### src/pkg/core_sys_ctrl_defs.svh
// Purpose: offsets, field positions, reset values and keys of the system control register pair
// Assumes: byte addresses on an 8-bit register port, one aligned 32-bit word per register
// Notes:   definitions only
`ifndef CORE_SYS_CTRL_DEFS_SVH
`define CORE_SYS_CTRL_DEFS_SVH

`define REG_ADDR_W        8
`define REG_DATA_W        32
`define CTRL_OFFSET       8'h0c
`define SLEEP_CTRL_OFFSET 8'h10

// interrupt/reset control word
`define KEY_MSB           31
`define KEY_LSB           16
`define WRITE_KEY         16'h05fa
`define KEY_STATUS        16'hfa05
`define ENDIAN_BIT        15
`define LITTLE_ENDIAN     1'h0
`define SPLIT_MSB         10
`define SPLIT_LSB         8
`define SPLIT_RESET       3'h0
`define RESET_REQ_BIT     2
`define DBG_CLR_BIT       1
`define DBG_RST_BIT       0

// sleep control word
`define ANY_PEND_BIT      4
`define DEPTH_BIT         2
`define IDLE_RET_BIT      1

`define PRIO_W            8
`define SPLIT_W           3

`endif

### src/pkg/core_sys_ctrl_pkg.sv
// Purpose: shared types of the system control register pair
// Assumes: constants come from core_sys_ctrl_defs.svh
// Notes:   no codes are given to the state enum
package core_sys_ctrl_pkg;

  typedef enum logic [1:0] {
    st_run,
    st_wait_event,
    st_sleep
  } power_state_e;

  typedef logic [2:0] split_t;

endpackage

### src/pkg/prio_split_if.sv
// Purpose: carries priorities and the split select between the register bank and the splitter
// Assumes: lower priority value means more urgent
// Notes:   combinational path; the requester registers what it needs
`timescale 1ns/10ps
interface prio_split_if #(parameter int PRIO_W = 8, parameter int SPLIT_W = 3);
  logic [SPLIT_W-1:0] split;
  logic               pending_valid;
  logic [PRIO_W-1:0]  pending_prio;
  logic [PRIO_W-1:0]  active_prio;
  logic               preempt;
  logic [PRIO_W-1:0]  pending_group;

  modport requester (
    output split,
    output pending_valid,
    output pending_prio,
    output active_prio,
    input  preempt,
    input  pending_group
  );

  modport splitter (
    input  split,
    input  pending_valid,
    input  pending_prio,
    input  active_prio,
    output preempt,
    output pending_group
  );
endinterface

### src/design/priority_split.sv
// Purpose: splits priorities into group and subpriority and decides preemption
// Assumes: split value n makes bits n..0 subpriority
// Notes:   pure combinational; the caller registers the result
`timescale 1ns/10ps
module priority_split #(
  parameter int PRIO_W  = 8,
  parameter int SPLIT_W = 3
) (
  prio_split_if.splitter bus
);

  // the split can only name bit positions that exist in the priority
  if (PRIO_W < 2 || (1 << SPLIT_W) > PRIO_W)
  begin : g_bad_width
    $error("priority_split: PRIO_W must cover every split position");
  end

  // keep only bits strictly above the split point; split of top bit leaves nothing
  function automatic logic [PRIO_W-1:0] group_of(input logic [PRIO_W-1:0] prio,
                                                  input logic [SPLIT_W-1:0] split);
    logic [PRIO_W-1:0] kept;
    kept = '0;
    for (int i = 0; i < PRIO_W; i++)
    begin
      if (i > int'(split))
        kept[i] = prio[i];
    end
    return kept;
  endfunction

  logic [PRIO_W-1:0] active_group;

  // group part of both sides; subpriority is masked away
  assign bus.pending_group = group_of(bus.pending_prio, bus.split); // [RULE_05]
  assign active_group      = group_of(bus.active_prio, bus.split); // [RULE_05]

  // only a strictly more urgent group preempts
  assign bus.preempt = bus.pending_valid && (bus.pending_group < active_group); // [RULE_06]

endmodule

### src/design/core_system_control_regs.sv
// Purpose: interrupt/reset control and sleep control registers of the core
// Assumes: one core clock; the outer reset controller drives our reset when it acts
// Notes:   register port is plain strobes, read data valid one cycle after the read strobe
//
// How it works
// [RULE_01] drop whole control write without correct key
// [RULE_02] key field reads fixed status constant
// [RULE_03] byte-order bit reads zero, little-endian
// [RULE_04] three-bit writable priority split select
// [RULE_05] bits above split are group priority
// [RULE_06] preemption compares group priority only
// [RULE_07] keyed reset-bit write raises reset request
// [RULE_08] outer system resets all except debug
// [RULE_09] debug bits read zero, writes ignored
// [RULE_10] any-pending bit widens wake to disabled interrupts
// [RULE_11] pending event wakes waiter or gets latched
// [RULE_12] send-event and external event also wake
// [RULE_13] depth bit picks sleep or deep sleep
// [RULE_14] idle after handler return when bit set
// [RULE_15] reset request held until outer reset
//
// Chosen here: the address-and-strobe port and the placing of the registers.
`include "core_sys_ctrl_defs.svh"
`timescale 1ns/10ps
module core_system_control_regs
  import core_sys_ctrl_pkg::*;
#(
  parameter int PRIO_W  = `PRIO_W,
  parameter int SPLIT_W = `SPLIT_W
) (
  input  wire logic                   clk,
  input  wire logic                   reset,
  // register port
  input  wire logic [`REG_ADDR_W-1:0] reg_addr,
  input  wire logic [`REG_DATA_W-1:0] reg_wdata,
  input  wire logic                   reg_write,
  input  wire logic                   reg_read,
  output logic      [`REG_DATA_W-1:0] reg_rdata,
  // toward the outer reset and power controller
  output logic                        outer_reset_request,
  output logic                        core_waiting,
  output logic                        sleep_active,
  output logic                        deep_sleep_active,
  output logic                        wake_pulse,
  // core execution status
  input  wire logic                   wait_for_event_instr,
  input  wire logic                   send_event_instr,
  input  wire logic                   handler_return_to_thread,
  input  wire logic                   irq_pending_enabled,
  input  wire logic                   irq_pending_any,
  input  wire logic                   event_in_pin,
  // preemption check
  input  wire logic                   pending_valid,
  input  wire logic [PRIO_W-1:0]      pending_priority,
  input  wire logic [PRIO_W-1:0]      active_priority,
  output logic                        preempt,
  output logic      [PRIO_W-1:0]      pending_group_priority
);

  // split select must fit the package type and its field
  // split_t is fixed at three bits, so no other width can work
  if (SPLIT_W != (`SPLIT_MSB - `SPLIT_LSB + 1))
  begin : g_bad_split
    $error("core_system_control_regs: SPLIT_W must match the split field");
  end

  // address decode, shared by the write and the read path
  // plain equality: no byte lanes, so a misaligned address just misses
  function automatic logic hits(input logic [`REG_ADDR_W-1:0] addr,
                                input logic [`REG_ADDR_W-1:0] offset);
    return addr == offset;
  endfunction

  // decode and write qualifiers
  logic                 ctrl_hit;
  logic                 sleep_hit;
  logic                 key_ok;
  logic                 ctrl_write_ok;
  logic                 sleep_write;

  // software-visible fields
  split_t               priority_split_select;
  logic                 wake_on_any_pending;
  logic                 low_power_depth_select;
  logic                 idle_after_handler_return;

  // event pin synchroniser and filtered level
  logic                 ev_s1;
  logic                 ev_s2;
  logic                 ev_s3;
  logic                 ev_level;
  logic                 ext_event;

  // wake sources and the remembered event
  logic                 wake_source;
  logic                 wake_source_d;
  logic                 pend_event;
  logic                 any_event;
  logic                 event_latch;

  // power sequencing
  power_state_e         state;
  power_state_e         next_state;
  logic                 consume_event;

  // read path words
  logic [`REG_DATA_W-1:0] next_rdata;
  logic [`REG_DATA_W-1:0] ctrl_word;
  logic [`REG_DATA_W-1:0] sleep_word;

  // carrier toward the group splitter
  prio_split_if #(.PRIO_W(PRIO_W), .SPLIT_W(SPLIT_W)) u_prio_if ();

  // decode of the two words; misaligned or other addresses hit nothing
  assign ctrl_hit  = hits(reg_addr, `CTRL_OFFSET);
  assign sleep_hit = hits(reg_addr, `SLEEP_CTRL_OFFSET);

  // the key guards every field of the control word, not only the reset bit
  // a wrong key leaves the split select and the request untouched
  assign key_ok        = reg_wdata[`KEY_MSB:`KEY_LSB] == `WRITE_KEY; // [RULE_01]
  assign ctrl_write_ok = reg_write && ctrl_hit && key_ok; // [RULE_01]
  assign sleep_write   = reg_write && sleep_hit;

  // priority split select, only a keyed write may change it
  always_ff @(posedge clk or posedge reset)
  begin
    if (reset)
      priority_split_select <= `SPLIT_RESET;
    else if (ctrl_write_ok)
      priority_split_select <= reg_wdata[`SPLIT_MSB:`SPLIT_LSB]; // [RULE_04]
  end

  // reset request: once raised it stays up, only the outer reset drops it,
  // so a slow reset controller can never miss a one-cycle request
  // the outer controller is expected to spare the debug logic
  always_ff @(posedge clk or posedge reset)
  begin
    if (reset)
      outer_reset_request <= 1'b0;
    else if (ctrl_write_ok && reg_wdata[`RESET_REQ_BIT])
      outer_reset_request <= 1'b1; // [RULE_07] [RULE_15] [RULE_08]
  end

  // sleep control bits, plain read/write without a key
  // trade-off: no key here, so a stray write can change sleep depth
  always_ff @(posedge clk or posedge reset)
  begin
    if (reset)
    begin
      wake_on_any_pending       <= 1'b0;
      low_power_depth_select    <= 1'b0;
      idle_after_handler_return <= 1'b0;
    end
    else if (sleep_write)
    begin
      wake_on_any_pending       <= reg_wdata[`ANY_PEND_BIT];
      low_power_depth_select    <= reg_wdata[`DEPTH_BIT];
      idle_after_handler_return <= reg_wdata[`IDLE_RET_BIT];
    end
  end

  // read images; write-only and reserved bits read as zero
  // the request bit has no read-back flop, it always reads zero
  always_comb
  begin
    ctrl_word                         = '0;
    ctrl_word[`KEY_MSB:`KEY_LSB]      = `KEY_STATUS; // [RULE_02]
    ctrl_word[`ENDIAN_BIT]            = `LITTLE_ENDIAN; // [RULE_03]
    ctrl_word[`SPLIT_MSB:`SPLIT_LSB]  = priority_split_select; // [RULE_04]
    ctrl_word[`RESET_REQ_BIT]         = 1'b0; // [RULE_07]
    ctrl_word[`DBG_CLR_BIT]           = 1'b0; // [RULE_09]
    ctrl_word[`DBG_RST_BIT]           = 1'b0; // [RULE_09]
  end

  // sleep word image; only three bits are backed by flops
  always_comb
  begin
    sleep_word                = '0;
    sleep_word[`ANY_PEND_BIT] = wake_on_any_pending;
    sleep_word[`DEPTH_BIT]    = low_power_depth_select;
    sleep_word[`IDLE_RET_BIT] = idle_after_handler_return;
  end

  // read mux; unmapped reads and idle cycles give zero
  // limitation: no error reply, an unmapped read looks like zero
  always_comb
  begin
    next_rdata = '0;
    if (reg_read && ctrl_hit)
      next_rdata = ctrl_word;
    else if (reg_read && sleep_hit)
      next_rdata = sleep_word;
  end

  // read data stands only in the cycle after the strobe
  // idle cycles clear it, so a stale word never shows twice
  always_ff @(posedge clk or posedge reset)
  begin
    if (reset)
      reg_rdata <= '0;
    else
      reg_rdata <= next_rdata;
  end

  // external event pin: three flops, a change counts once the last two agree
  // only the second flop reads the first, which may go metastable
  always_ff @(posedge clk or posedge reset)
  begin
    if (reset)
    begin
      ev_s1 <= 1'b0;
      ev_s2 <= 1'b0;
      ev_s3 <= 1'b0;
    end
    else
    begin
      ev_s1 <= event_in_pin;
      ev_s2 <= ev_s1;
      ev_s3 <= ev_s2;
    end
  end

  // filtered pin level; its rising edge is one event
  always_ff @(posedge clk or posedge reset)
  begin
    if (reset)
      ev_level <= 1'b0;
    else if (ev_s2 == ev_s3)
      ev_level <= ev_s3;
  end

  // one pulse per filtered rising edge; short glitches never count
  assign ext_event = (ev_s2 == ev_s3) && ev_s3 && !ev_level; // [RULE_12]

  // disabled interrupts count only when the any-pending bit is set
  assign wake_source = irq_pending_enabled || (wake_on_any_pending && irq_pending_any); // [RULE_10]

  // previous wake level: a source that stays pending is one event
  always_ff @(posedge clk or posedge reset)
  begin
    if (reset)
      wake_source_d <= 1'b0;
    else
      wake_source_d <= wake_source;
  end

  // a newly pending wake source is an event as well
  assign pend_event = wake_source && !wake_source_d; // [RULE_11]
  assign any_event  = pend_event || send_event_instr || ext_event; // [RULE_11] [RULE_12]

  // event latch is used up by a wait that completes; a new event in the
  // same cycle wins, so it is never lost
  // inside the wait state an event ends the wait instead
  always_ff @(posedge clk or posedge reset)
  begin
    if (reset)
      event_latch <= 1'b0;
    else if (any_event && state != st_wait_event)
      event_latch <= 1'b1; // [RULE_11]
    else if (consume_event)
      event_latch <= 1'b0;
  end

  // power state sequencing
  always_comb
  begin
    next_state    = state;
    consume_event = 1'b0;
    case (state)
      st_run:
      begin
        if (wait_for_event_instr && event_latch)
          consume_event = 1'b1; // [RULE_11]
        else if (wait_for_event_instr)
          next_state = st_wait_event;
        else if (handler_return_to_thread && idle_after_handler_return)
          next_state = st_sleep; // [RULE_14]
      end
      st_wait_event:
      begin
        // a level still pending also ends the wait, so a source
        // that rose in the cycle of entry is not lost
        if (any_event || wake_source)
          next_state = st_run; // [RULE_11] [RULE_12]
      end
      st_sleep:
      begin
        // sleep ignores send-event and the pin; only interrupts end it
        if (wake_source)
          next_state = st_run; // [RULE_10]
      end
      // unreachable encodings fall back to run
      default:
        next_state = st_run;
    endcase
  end

  // state register; reset always lands in run
  always_ff @(posedge clk or posedge reset)
  begin
    if (reset)
      state <= st_run;
    else
      state <= next_state;
  end

  // status outputs registered from the next state so they line up with it;
  // the depth bit is sampled at entry and on every cycle of the stay
  // wake_pulse is one cycle wide since state is run on the next edge
  always_ff @(posedge clk or posedge reset)
  begin
    if (reset)
    begin
      core_waiting      <= 1'b0;
      sleep_active      <= 1'b0;
      deep_sleep_active <= 1'b0;
      wake_pulse        <= 1'b0;
    end
    else
    begin
      core_waiting      <= next_state != st_run;
      sleep_active      <= next_state != st_run && !low_power_depth_select; // [RULE_13]
      deep_sleep_active <= next_state != st_run && low_power_depth_select; // [RULE_13]
      wake_pulse        <= state != st_run && next_state == st_run;
    end
  end

  // priority split request toward the splitter
  assign u_prio_if.split         = priority_split_select;
  assign u_prio_if.pending_valid = pending_valid;
  assign u_prio_if.pending_prio  = pending_priority;
  assign u_prio_if.active_prio   = active_priority;

  priority_split #(
    .PRIO_W  (PRIO_W),
    .SPLIT_W (SPLIT_W)
  ) u_split (
    .bus (u_prio_if.splitter)
  );

  // one cycle of latency keeps the splitter off the output path
  // a caller needing a same-cycle answer must use the splitter itself
  always_ff @(posedge clk or posedge reset)
  begin
    if (reset)
    begin
      preempt                <= 1'b0;
      pending_group_priority <= '0;
    end
    else
    begin
      preempt                <= u_prio_if.preempt; // [RULE_06]
      pending_group_priority <= u_prio_if.pending_group; // [RULE_05]
    end
  end

endmodule

### config.mk
export PLATFORM = sky130hd
export DESIGN_NAME = core_system_control_regs
export DESIGN_NICKNAME = d
export VERILOG_FILES = /design/src/pkg/core_sys_ctrl_pkg.sv /design/src/pkg/prio_split_if.sv /design/src/design/priority_split.sv /design/src/design/core_system_control_regs.sv
export VERILOG_INCLUDE_DIRS = /design/src /design/src/pkg
export SDC_FILE = /design/constraint.sdc
export NUM_CORES = 1
export LEC_CHECK = 0
export ABC_AREA = 1
export ABC_CLOCK_PERIOD_IN_PS = 1400
export BUFFER_PORTS_ARGS = -buffer_cell sky130_fd_sc_hd__buf_2
export CORE_AREA = 2 2 61 86
export CTS_CLUSTER_DIAMETER = 200
export DETAILED_ROUTE_END_ITERATION = 12
export DIE_AREA = 0 0 63 88
export HOLD_SLACK_MARGIN = 0.05
export PLACE_DENSITY = 0.8
export SLEW_MARGIN = 20
export SYNTH_ARGS = -nofsm -noshare
export SYNTH_HDL_FRONTEND = slang
export SYNTH_SLANG_ARGS = --single-unit
### constraint.sdc
create_clock -name clk -period 1.4 [get_ports clk]
set_input_delay 0.28 -clock clk [delete_from_list [all_inputs] [get_ports clk]]
set_output_delay 0.28 -clock clk [all_outputs]
set_load 0.05 [all_outputs]
==> impl_metrics.ini <==
[power_and_ir_drop]
total_leakage_power_nw = 1.44
p_int_mw = 1.71
switchingPower_mw = 0.764
peakVddDrop_uv = 346
p_per_area_mw_per_mm2 = 1030
p_clk_share_pct = 36.3
finalPower_mw = 2.48
combPwrFrac_pct = 21.0
seqPwrFrac_pct = 42.7
swShare_pct = 30.8

[synthesis]
synth_xor_xnor_area_share_pct = 0
synthFlopType = dfrtp_1
yosysSeqAreaShare_pct = 47.9
synthAdderAreaFrac_pct = 4.93
synth.cell_area_mm2 = 0.00178
synth-compound-area-share_pct = 4.51
syn_area_per_cell_um2 = 8.71
synth.yosys.warnings = 0
synth_top_family_by_area = simple AND/OR/NAND/NOR gates
synth_cell_types = 26
syn_inst = 204
synthSimpleGateAreaFrac_pct = 25.6
yosys_register_bits = 34
async_flop_share_pct = 100
muxShareOfSynthArea_pct = 0
synth_edf_count = 0

[global_routing]
grt_pass1_vias = 1349
gr-total-overflow = 0
grt_max_degree = 35
antenna_found_initial = 0
track_usage_pct = 13.1
grt_pass1_wl_um = 5580

[timing]
hold_viol_final = 0
hold_ws_ps = 73.7
fmax_ghz = 0.681
slew_viol_final = 0
fin_crit_sh_pct = 105
setup_viol = 1
fin_setup_tns_ps = -68.6
clock_skew_ps = 4.08
period_minus_slack_ps = 1470
rsz0062_at_grt = true
worst_slack_ps = -68.6

[placed_design]
port_buffers = 81
place_ws_ps = -151
gp_congestion = 0.774
dp_hpwl_um = 2730

[detailed_routing]
drt-pass1-iter-count = 4
wl_per_cell_um = 9.72
drc = 0
wirelength_um = 3530
final_antenna_net_count = 0
via_per_inst = 4.16
dr_total_vias = 1510
drtIter0Drc = 41

[clock_network]
cts_max_level = 2
clkSlewWorstSetupHoldPaths_ps = 70
clkLatencyLatePin_ps = 280
clockBufferDepth = 2
cts_tree = built
cts_root_buffer = clkbuf_8
cts_buffers = 5
cts.sinks = 34

[setup_path]
cpMaxStageDelayCell = dfrtp_2
crit_arrival_ps = 1690
crit_required_ps = 1620
cp_num_buf_inv = 1
crit_fanout = 6
max_stage_delay_ps = 460
cp-start-kind = flop
path_class = flop to flop
path_delay_family = flip-flops
worstSetupEndpointType = flop
worstPathCellList = nand2_2 -> o21ai_1 -> inv_1 -> ha_4 -> a21oi_1 -> o21a_1 -> nand2_1 -> nor2_1

[run_status]
failed_checks = negative setup slack
status = finished with violations

[floorplan]
row_count = 30
die_x_um = 63
die_area_mm2 = 0.00554
die_h_um = 88
num_io_pins = 113
initial_core_util_pct = 37.3
core_area_mm2 = 0.00477

[worst_hold_path]
hold_path_class = primary input to asynchronous set/reset pin

[cells_and_area]
area_growth_syn_to_layout_pct = 35.3
num-nets-final = 372
final_cell_mix = buf_2, nand2_1, dfrtp_1, inv_1, nor2_1
fin_util_pct = 50.4
drive_gt1_share_pct = 43.8
antenna_cells = 0
layout_commonest_cell = buf_2

[run]
drv_cap = 0
[power by group through the flow]
stage	clock, mW	sequential (mW)	combinational (mW)
2_1_floorplan	0	1.19	0.295
4_1_cts	0.920	1.06	0.523
3_5_place_dp	0	1.08	0.511
3_3_place_gp	0	1.07	0.501
5_1_grt	0.952	1.06	0.568
6_report	0.899	1.06	0.521
[worst min-delay path, stage by stage]
cell	delay (ps)
buf_2	90
inv_1	40
buf_4	370
[registers in the layout (all words and copies together), names as in the netlist]
register	count
ev_s3	1
event_latch	1
priority_split_select	3
state	2
wake_pulse	1
deep_sleep_active	1
core_waiting	1
low_power_depth_select	1
ev_s1	1
wake_on_any_pending	1
ev_s2	1
pending_group_priority	7
wake_source_d	1
idle_after_handler_return	1
ev_level	1
preempt	1
outer_reset_request	1
sleep_active	1
reg_rdata	7
[area by class of cell]
| cell class | instances | area (um2) |
|---|---|---|
| clock inverter | 3 | 45.0 |
| fill | 465 | 2360 |
| tap | 64 | 80.1 |
| multi-input combinational | 134 | 737 |
| sequential | 34 | 853 |
| timing repair buffer | 95 | 514 |
| clock buffer | 5 | 68.8 |
| inverter | 28 | 105 |
[cells by family after synthesis]
family,after synthesis
compound gates,14
other cells,1
flops,34
buf+inv,54
fa+ha+maj,7
simple gates,94
[synth_stat cells, types with 2 or more instances]
| library cell | number | area [um2] |
|---|---|---|
| nand2_1 | 39 | 146 |
| dfrtp_1 | 34 | 851 |
| buf_4 | 26 | 195 |
| inv_1 | 26 | 97.6 |
| nor2_1 | 24 | 90.1 |
| nand3_1 | 10 | 50.1 |
| a21oi_1 | 8 | 40.0 |
| ha_1 | 7 | 87.6 |
| nor2_2 | 5 | 31.3 |
| nor3_1 | 4 | 20.0 |
| and3_1 | 2 | 12.5 |
| inv_2 | 2 | 7.51 |
| nand4_1 | 2 | 12.5 |
| o21a_1 | 2 | 15.0 |
| o21ai_0 | 2 | 10.0 |
[stage by stage]
stage / instance area [um2] / std cells
4_1_cts: 2390 / 362
6_report: 2400 / 363
2_1_floorplan: 1850 / 222
5_1_grt: 2400 / 363
3_5_place_dp: 2210 / 350
3_3_place_gp: 2210 / 350
[path summary, 6_finish.rpt]
kind,from,to,slack (ps),cells past startpoint
worst min-delay path,reset,pending_group_priority[2],70,3
worst max-delay path,priority_split_select[1],preempt,-70,8
min in group clk,event_in_pin,ev_s1,110,1
max in group asynchronous,reset,priority_split_select[2],1010,3
worst min register to register,ev_s1,ev_s2,350,0
worst max register to register,priority_split_select[1],preempt,-70,8
[layer usage]
layer	global-route usage, %	vias to the layer above	part of all wire (%)
met5	0	-	0
met4	8.08	0	2.8
met3	2.57	7	8.2
met2	23.7	81	50
met1	14.1	649	39
li1	-	773	-
[repair_timing]
item | 4_1_cts | 5_1_grt
hold buffers | 0 | 0
setup buffers | 4 | 1
gates resized for setup | 16 | 1
pin swaps | 8 | 0
setup endpoints to repair | 1 | 1
Note: power is estimated with default switching activity, not from simulation.
